[src/ptb_pkg.sv]
package ptb_pkg;

    // ------------------------------------------------------------------
    // widths and counts
    // ------------------------------------------------------------------
    localparam int CNT_W_WIDE   = 32;
    localparam int CNT_W_NARROW = 16;
    localparam int N_CH_DEF     = 4;
    localparam int PSC_W        = 16;
    localparam int MODE_W       = 4;
    localparam int OEP_W        = 32;

    // ------------------------------------------------------------------
    // register offsets (byte addressed, one word apart)
    // ------------------------------------------------------------------
    localparam logic [7:0] A_CTRL    = 8'h00;
    localparam logic [7:0] A_PSC     = 8'h04;
    localparam logic [7:0] A_PERIOD  = 8'h08;
    localparam logic [7:0] A_OEP     = 8'h0c;
    localparam logic [7:0] A_STATUS  = 8'h10;
    localparam logic [7:0] A_COUNT   = 8'h14;
    localparam logic [7:0] A_INITCNT = 8'h18;
    localparam logic [7:0] A_CMP0    = 8'h20;
    localparam logic [7:0] A_MODE0   = 8'h40;

    // ------------------------------------------------------------------
    // timer_control_one field positions
    // ------------------------------------------------------------------
    localparam int CTL_CEN  = 0;
    localparam int CTL_UPDATE_DISABLE = 1;
    localparam int CTL_DIR  = 4;
    localparam int CTL_CMS  = 5;
    localparam int CTL_RELOAD_PRELOAD_ENABLE = 7;
    localparam int CTL_CKD  = 8;
    localparam int CTL_INIT_DN = 15;
    localparam logic [15:0] CTL_RESET = 16'h0081;

    // ------------------------------------------------------------------
    // alignment select encodings
    // ------------------------------------------------------------------
    typedef enum logic [1:0] {
        PTB_EDGE   = 2'b00,
        PTB_CTR_DN = 2'b01,
        PTB_CTR_UP = 2'b10,
        PTB_CTR_BO = 2'b11
    } ptb_align_e;

    typedef struct packed {
        logic       rd;
        logic       wr;
        logic [7:0] addr;
        logic [31:0] wdata;
    } ptb_bus_s;

endpackage

[src/ptb_time_base.sv]
// The implementer's own choices: strobed register access and the placing of the registers.
`timescale 1ns/10ps
module ptb_time_base #(
    parameter int WIDE = 0,
    parameter int N_CH = ptb_pkg::N_CH_DEF,
    parameter int CW   = (WIDE != 0) ? ptb_pkg::CNT_W_WIDE : ptb_pkg::CNT_W_NARROW
) (
    input  wire logic                             i_ref_clk,
    input  wire logic                             i_nrst,
    input  wire logic [7:0]                       i_addr,
    input  wire logic [31:0]                      i_wdata,
    input  wire logic                             i_wr,
    input  wire logic                             i_rd,
    input  wire logic                             i_sync,
    output logic      [31:0]                      o_rdata,
    output logic      [CW-1:0]                    o_count,
    output logic                                  o_count_down,
    output logic                                  o_update_pulse,
    output logic      [N_CH-1:0]                  o_compare_match_pulse,
    output logic      [N_CH*ptb_pkg::MODE_W-1:0]  o_channel_output_mode,
    output logic      [ptb_pkg::OEP_W-1:0]        o_output_enable_polarity_word
);

    // ------------------------------------------------------------------
    // bus decode
    // ------------------------------------------------------------------
    ptb_pkg::ptb_bus_s bus;
    assign bus = '{rd: i_rd, wr: i_wr, addr: i_addr, wdata: i_wdata};

    logic [15:0]       timer_control_one;
    logic [ptb_pkg::PSC_W-1:0] prescale_divider;
    logic [CW-1:0]     init_count;
    logic [CW-1:0]     period_reload_input;
    logic [CW-1:0]     period_reload_value;
    logic [CW-1:0]     cmp_pre [N_CH];
    logic [CW-1:0]     channel_compare_value [N_CH];
    logic [ptb_pkg::MODE_W-1:0] mode_pre [N_CH];
    logic [ptb_pkg::MODE_W-1:0] mode_act [N_CH];
    logic [ptb_pkg::PSC_W-1:0] psc_cnt;
    logic [CW-1:0]     count;
    logic              dn;
    logic              sync_m;
    logic              sync_s;
    logic              sync_d;
    logic              upd_seen;

    wire wr_ctrl   = bus.wr && (bus.addr == ptb_pkg::A_CTRL);
    wire wr_psc    = bus.wr && (bus.addr == ptb_pkg::A_PSC);
    wire wr_period = bus.wr && (bus.addr == ptb_pkg::A_PERIOD);
    wire wr_oep    = bus.wr && (bus.addr == ptb_pkg::A_OEP);
    wire wr_init   = bus.wr && (bus.addr == ptb_pkg::A_INITCNT);

    wire [1:0] alignment_select = timer_control_one[ptb_pkg::CTL_CMS +: 2];
    wire       edge_mode        = (alignment_select == ptb_pkg::PTB_EDGE);
    wire       edge_down        = timer_control_one[ptb_pkg::CTL_DIR];
    wire       counter_run_enable = timer_control_one[ptb_pkg::CTL_CEN];
    wire       update_disable   = timer_control_one[ptb_pkg::CTL_UPDATE_DISABLE];
    // deadtime_clock_divide is stored but never read by the counter

    // ------------------------------------------------------------------
    // prescaler
    // ------------------------------------------------------------------
    // compare with >= so a divider written below the running count cannot stall
    wire tick = counter_run_enable && (psc_cnt >= prescale_divider);

    // ------------------------------------------------------------------
    // counter next state
    // ------------------------------------------------------------------
    wire at_top = (count >= period_reload_value);
    wire at_bot = (count == '0);
    logic [CW-1:0] next_count;
    logic          next_dn;
    logic          wrap;

    always_comb begin
        next_count = count;
        next_dn    = dn;
        wrap       = 1'b0;
        if (edge_mode) begin
            next_dn = edge_down;
            if (!edge_down) begin
                if (at_top) begin
                    next_count = '0;
                    wrap       = 1'b1;
                end else begin
                    next_count = count + 1'b1;
                end
            end else begin
                if (at_bot) begin
                    next_count = period_reload_value;
                    wrap       = 1'b1;
                end else begin
                    next_count = count - 1'b1;
                end
            end
        end else begin
            // up to reload then down to zero, 2*reload ticks per cycle
            if (!dn) begin
                if (at_top) begin
                    next_count = count - 1'b1;
                    next_dn    = 1'b1;
                    wrap       = 1'b1;
                end else begin
                    next_count = count + 1'b1;
                end
            end else begin
                if (at_bot) begin
                    next_count = count + 1'b1;
                    next_dn    = 1'b0;
                    wrap       = 1'b1;
                end else begin
                    next_count = count - 1'b1;
                end
            end
        end
    end

    // every wrap is an update unless update_disable is set, no repetition or one-shot
    wire update_event      = tick && wrap && !update_disable;
    wire sync_rise = sync_s && !sync_d;
    wire load_cfg = update_event || sync_rise;

    // compare gating by count direction in center modes
    wire flag_ok = edge_mode
                   || (alignment_select == ptb_pkg::PTB_CTR_BO)
                   || ((alignment_select == ptb_pkg::PTB_CTR_DN) && dn)
                   || ((alignment_select == ptb_pkg::PTB_CTR_UP) && !dn);

    // ------------------------------------------------------------------
    // sync input synchroniser
    // ------------------------------------------------------------------
    always_ff @(posedge i_ref_clk) begin
        if (!i_nrst) begin
            sync_m <= 1'b0;
            sync_s <= 1'b0;
            sync_d <= 1'b0;
        end else begin
            sync_m <= i_sync;
            sync_s <= sync_m;
            sync_d <= sync_s;
        end
    end

    // ------------------------------------------------------------------
    // control registers
    // ------------------------------------------------------------------
    always_ff @(posedge i_ref_clk) begin
        if (!i_nrst) begin
            timer_control_one   <= ptb_pkg::CTL_RESET;
            prescale_divider    <= '0;
            init_count          <= '0;
            period_reload_input <= '0;
        end else begin
            if (wr_ctrl) begin
                timer_control_one <= bus.wdata[15:0];
            end
            if (wr_psc) begin
                prescale_divider <= bus.wdata[ptb_pkg::PSC_W-1:0];
            end
            if (wr_init) begin
                init_count <= bus.wdata[CW-1:0];
            end
            if (wr_period) begin
                period_reload_input <= bus.wdata[CW-1:0];
            end
        end
    end

    // ------------------------------------------------------------------
    // output enable and polarity word, not preloaded
    // ------------------------------------------------------------------
    always_ff @(posedge i_ref_clk) begin
        if (!i_nrst) begin
            o_output_enable_polarity_word <= '0;
        end else if (wr_oep) begin
            o_output_enable_polarity_word <= bus.wdata[ptb_pkg::OEP_W-1:0];
        end
    end

    // ------------------------------------------------------------------
    // start-up load of the initial count and direction
    // ------------------------------------------------------------------
    // the load repeats after a write of the initial count, so software
    // can place the counter without another reset
    wire start_load = !upd_seen;

    always_ff @(posedge i_ref_clk) begin
        if (!i_nrst) begin
            upd_seen <= 1'b0;
        end else begin
            upd_seen <= !wr_init;
        end
    end

    // ------------------------------------------------------------------
    // prescaler count
    // ------------------------------------------------------------------
    wire                      psc_clear = start_load || sync_rise || tick;
    wire [ptb_pkg::PSC_W-1:0] psc_inc   = psc_cnt + 1'b1;

    always_ff @(posedge i_ref_clk) begin
        if (!i_nrst) begin
            psc_cnt <= '0;
        end else if (psc_clear) begin
            psc_cnt <= '0;
        end else if (counter_run_enable) begin
            psc_cnt <= psc_inc;
        end
    end

    // ------------------------------------------------------------------
    // counter and direction
    // ------------------------------------------------------------------
    // a sync keeps the direction; the next tick turns it at the bottom
    always_ff @(posedge i_ref_clk) begin
        if (!i_nrst) begin
            count <= '0;
            dn    <= 1'b0;
        end else if (start_load) begin
            count <= init_count;
            dn    <= timer_control_one[ptb_pkg::CTL_INIT_DN];
        end else if (sync_rise) begin
            count <= '0;
        end else if (tick) begin
            count <= next_count;
            dn    <= next_dn;
        end
    end

    // ------------------------------------------------------------------
    // update pulse and active period
    // ------------------------------------------------------------------
    always_ff @(posedge i_ref_clk) begin
        if (!i_nrst) begin
            o_update_pulse      <= 1'b0;
            period_reload_value <= '0;
        end else begin
            o_update_pulse <= update_event;
            if (load_cfg) begin
                period_reload_value <= period_reload_input;
            end
        end
    end

    // ------------------------------------------------------------------
    // per channel compare, all output compare
    // ------------------------------------------------------------------
    for (genvar c = 0; c < N_CH; c++) begin : g_ch
        localparam logic [7:0] CMP_A  = 8'(ptb_pkg::A_CMP0 + 4 * c);
        localparam logic [7:0] MODE_A = 8'(ptb_pkg::A_MODE0 + 4 * c);
        wire wr_cmp  = bus.wr && (bus.addr == CMP_A);
        wire wr_mode = bus.wr && (bus.addr == MODE_A);
        wire hit     = tick && flag_ok && (count == channel_compare_value[c]);

        // preload stage, written by the bus at any time
        always_ff @(posedge i_ref_clk) begin
            if (!i_nrst) begin
                cmp_pre[c]  <= '0;
                mode_pre[c] <= '0;
            end else begin
                if (wr_cmp) begin
                    cmp_pre[c] <= bus.wdata[CW-1:0];
                end
                if (wr_mode) begin
                    mode_pre[c] <= bus.wdata[ptb_pkg::MODE_W-1:0];
                end
            end
        end

        // active stage, moved across only at an update or a sync
        always_ff @(posedge i_ref_clk) begin
            if (!i_nrst) begin
                channel_compare_value[c] <= '0;
                mode_act[c]              <= '0;
            end else if (load_cfg) begin
                channel_compare_value[c] <= cmp_pre[c];
                mode_act[c]              <= mode_pre[c];
            end
        end

        always_ff @(posedge i_ref_clk) begin
            if (!i_nrst) begin
                o_compare_match_pulse[c] <= 1'b0;
            end else begin
                o_compare_match_pulse[c] <= hit;
            end
        end
        assign o_channel_output_mode[c*ptb_pkg::MODE_W +: ptb_pkg::MODE_W] = mode_act[c];
    end

    // ------------------------------------------------------------------
    // read back
    // ------------------------------------------------------------------
    logic [31:0] rd_mux;
    always_comb begin
        rd_mux = '0;
        case (bus.addr)
            ptb_pkg::A_CTRL:    rd_mux = {16'h0000, timer_control_one};
            ptb_pkg::A_PSC:     rd_mux = 32'(prescale_divider);
            ptb_pkg::A_PERIOD:  rd_mux = 32'(period_reload_value);
            ptb_pkg::A_OEP:     rd_mux = o_output_enable_polarity_word;
            ptb_pkg::A_STATUS:  rd_mux = {31'h00000000, dn};
            ptb_pkg::A_COUNT:   rd_mux = 32'(count);
            ptb_pkg::A_INITCNT: rd_mux = 32'(init_count);
            default:            rd_mux = '0;
        endcase
    end

    always_ff @(posedge i_ref_clk) begin
        if (!i_nrst) begin
            o_rdata      <= '0;
            o_count      <= '0;
            o_count_down <= 1'b0;
        end else begin
            o_rdata      <= bus.rd ? rd_mux : '0;
            o_count      <= count;
            o_count_down <= dn;
        end
    end

endmodule

[config.mk]
export PLATFORM = sky130hd
export DESIGN_NAME = ptb_time_base
export DESIGN_NICKNAME = d
export VERILOG_FILES = /design/src/ptb_pkg.sv /design/src/ptb_time_base.sv
export SDC_FILE = /design/constraint.sdc
export NUM_CORES = 1
export LEC_CHECK = 0
export BUFFER_PORTS_ARGS = -buffer_cell sky130_fd_sc_hd__buf_2
export CAP_MARGIN = 0
export CORE_MARGIN = 1
export CORE_UTILIZATION = 28
export DETAILED_ROUTE_END_ITERATION = 8
export PLACE_DENSITY_LB_ADDON = 0.15
export SETUP_SLACK_MARGIN = 0.3
export SLEW_MARGIN = 25
export SYNTH_ARGS = -nofsm -noshare
export SYNTH_HDL_FRONTEND = slang
export SYNTH_SLANG_ARGS = --single-unit
[constraint.sdc]
create_clock -name i_ref_clk -period 6.4 [get_ports i_ref_clk]
set_input_delay 0.64 -clock i_ref_clk [delete_from_list [all_inputs] [get_ports i_ref_clk]]
set_output_delay 0.64 -clock i_ref_clk [all_outputs]
set_load 0.005 [all_outputs]
==> results.md <==
* Average size of a mapped cell at between 10 and 15 sq um
* YS warnings at 0
* Fin cells at ~2600
* Initial drt markers at around 1000
* # rows at 88
* H-Tree Depth at 2
* Final count of negative-setup-slack endpoints at 0
* Number of max-cap violations at 0
* Main synth FF type: dfxtp_1
* Routed wire length at around 57000 um
* Flops & latches, synth at around 360
* FMAX at ~240 MHz
* Full die area at about 60000 sq um
* Initial antenna violation count at 3
* Outcome: finished clean
* Vias/cell at around 5.0
* Leakage at ~7.7 nW
* Clk Latency, worst-skew pair at ~0.57 ns
* DP HPWL at between 30000 and 40000 um
* Reg2reg path depth at 10
* Crit path cell chain: ha_1 -> nand4_1 -> nor3_2 -> nand3_1 -> nand3_4 -> a31oi_4 -> o31ai_4 -> inv_1 -> nand2_4 -> buf_4
* Post-Synthesis Cell Area at ~17000 sq um
* Wire length on met3 at roughly 3500 um
* Seq/Total Area, Yosys at approximately 54%
* Crit. End Element: flip-flop
* Global Route Usage Sum at between 10% and 20%
* Seq. cell area at 8869 sq um
* CP max stage delay at a little over 0.9 ns
* Vias at between 10000 and 15000
* NumNets Final at approximately 1800
* Grt ovf at 0
* Post-synthesis async set-or-reset flop share at 0%
* Worst setup SP type: flip-flop
* Total CTS buffers at 43
* Reg clk slew, reported paths at roughly 0.070 ns
* CP Class: flip-flop to flip-flop
* DRC at 0
* Worst hold stages at 2
* Number of global-route vias before repair at around 12000
* CP max stage cell: dfxtp_1
* Post-synthesis cell count at 1648
* Max-slew headroom at 27.43%
* First drt pass iteration count at 6
* DRT met1 WL at roughly 26000 um
* IO Pins at 147
* Clock skew at 0.01867 ns
* Top Layer Used: met4
* Routed Antenna Nets at 0
* DR WL/cell at between 20 and 25 um
* Critical Path AT at 4.38 ns
* Setup_tns at 0 ns
* CTS tree: yes
* Hold/Removal Path Class: input port to flip-flop
* Worst vdd ir at approximately 0.00016 V
* Maximum root-to-sink buffer count at 3
* RSZ-0062 raised after global routing: false
* Fillers at around 5900
* Net count after synthesis at approximately 1700
* Starting Density at approximately 29%
* Synthesis-to-layout area growth at 16.91%
* Final GP Congestion at about 0.87
* Final worst-path cycle share at roughly 65%
* Hold Vio Cnt, Final at 0
* Setup repair bufs after CTS at 0
* Horiz. Die Dim at ~250 um
* Placed cells at approximately 2500
* Buffers on Ports at 146
* P per Cell Area at ~270 nW/um^2
* Worst Max-Slew Pin Slew at approximately 1.1 ns
* WP depth at 10
* CP max FO at 57
* Metal2 WL at approximately 26000 um
* Required @ worst endpoint at roughly 6.6 ns
* Cts hold-fix bufs at 0
* Layout cells sized above 1 at 14.55%
* # clock sinks at between 300 and 400
* Worst slack at placement at 2.331 ns
* Area of the core at approximately 58000 sq um
* CP bufs+invs at 2
* Resized Gates After CTS at 0
* Final Critical Period at a little over 4 ns
* Post-synth EDFFs at between 150 and 200
* Cell variety after synth at 77
* Area of the multi-input gates at 7008 sq um
* Die height at 245.2 um
* Largest net degree at the start of global routing at 113
* First-pass GRT wire length at 83840 um
* Clock Root Buffer: clkbuf_16
* Worst setup margin at around 2.3 ns
* Final Max Tran Viols at 0
* Largest delay contributor family on the critical path: simple AND/OR/NAND/NOR gates
state kept, by name, indices dropped and copies added, names as in the netlist, 4 cells and up:
name / flops
period_reload_input: 16
o_rdata: 32
init_count: 16
channel_compare_value: 64
count: 16
prescale_divider: 16
psc_cnt: 16
cmp_pre: 64
o_compare_match_pulse: 4
mode_pre: 16
period_reload_value: 16
mode_act: 16
o_output_enable_polarity_word: 32
o_count: 16
timer_control_one: 16
through the flow:
step                util [%]  hold slack (ns)  total power (W)  cell area, sq um
floorplan                  -           0.4119         0.002749             16560
global placement       30.98           0.4233         0.002868             17980
detailed placement     30.99           0.4276         0.002869             17980
CTS                    33.34           0.2727         0.005309             19350
global route           33.35           0.2975         0.005425             19350
finish                 33.36           0.2948         0.005232             19360
Yosys cell counts, types with 3 or more instances:
cell type,n,area share [%]
nor2_1,73,1.7
inv_1,45,1.0
nor2b_1,4,0.15
nand2b_1,4,0.15
xnor2_1,18,0.95
o311a_1,3,0.18
nand3_1,39,1.2
ha_1,39,2.9
o21ai_0,33,1.0
and2_1,123,4.6
and2_0,3,0.11
o21a_1,4,0.18
a211oi_1,3,0.14
dfxtp_1,203,25
nand3b_1,7,0.32
nor3b_1,3,0.14
a31oi_1,22,0.83
edfxtp_1,160,29
a221o_1,5,0.30
clkbuf_1,90,2.0
a21boi_0,78,3.5
buf_2,12,0.36
a21oi_1,26,0.79
xor2_1,81,4.3
nor4_1,18,0.68
mux2i_1,6,0.36
nor4_4,3,0.39
o2bb2ai_1,3,0.16
and3_1,87,3.3
a22oi_1,47,2.1
a21o_1,6,0.27
nand4_1,15,0.57
buf_1,7,0.16
nor3_1,15,0.45
buf_6,7,0.48
a21boi_1,17,0.77
o211ai_1,10,0.45
a22o_1,3,0.16
a32o_1,3,0.18
o22ai_1,5,0.19
nand2_1,260,5.9
or3_1,4,0.15
o21ai_1,13,0.39
placed cells by master (no fill, tap or decap), drive strengths merged, types with 5 or more instances in the layout:
cell and n:
nand4 16, a21o 6, buf 178, and3 87, clkbuf 61, o211ai 10
xnor2 18, a21oi 27, a221o 5, nand3b 7, dfxtp 203, inv 46
a211oi 5, xor2 81, ha 39, nand2 260, nor3 16, nor2 74
o21ai 46, edfxtp 160, a21boi 95, nor4 21, mux2i 6, clkinv 14
o22ai 5, a31oi 23, nand3 40, a22oi 47, and2 126
final cells by class:
cell class / count / share of cell area (%)
Timing Repair Buffer: 178 / 5.068
Antenna cell: 2 / 0.02585
Sequential cell: 363 / 45.81
Clock inverter: 19 / 0.9825
Tap cell: 765 / 4.945
Multi-Input combinational cell: 1120 / 36.20
Clock buffer: 61 / 6.069
Inverter: 46 / 0.8920
power by group:
part           switching [W]  leakage, nW  internal [W]  total, W
registers          0.0000325         3.32       0.00251   0.00254
logic               0.000184         3.72     0.0000938  0.000278
clock network        0.00101        0.663       0.00141   0.00242
total                0.00123         7.70       0.00401   0.00523
path summary, 6_finish.rpt:
path | end | slack, ns | startpoint
worst max-delay path | channel_compare_value[0][0] | 2.26 | count[12]
worst min-delay path | sync_m | 0.29 | i_sync
worst max register to register | channel_compare_value[0][0] | 2.26 | count[12]
worst min register to register | sync_s | 0.43 | sync_m
logic make-up after synthesis:
kind of cell | after synthesis | synth area share, %
muxes | 6 | 0.3627
and+or+nand+nor | 670 | 20.43
xor gates and xnor gates | 99 | 5.237
DFF | 363 | 53.56
adders and majority gates | 39 | 2.947
AOI/OAI and AO/OA | 306 | 13.26
buffers and inverters | 165 | 4.202
layer usage:
metal	track usage, %	vias to the layer above
li1	-	5970
met1	26.00	6228
met2	29.65	386
met3	3.553	86
met4	6.213	0
met5	0	-
No activity file was read; power rests on OpenSTA's default activity.
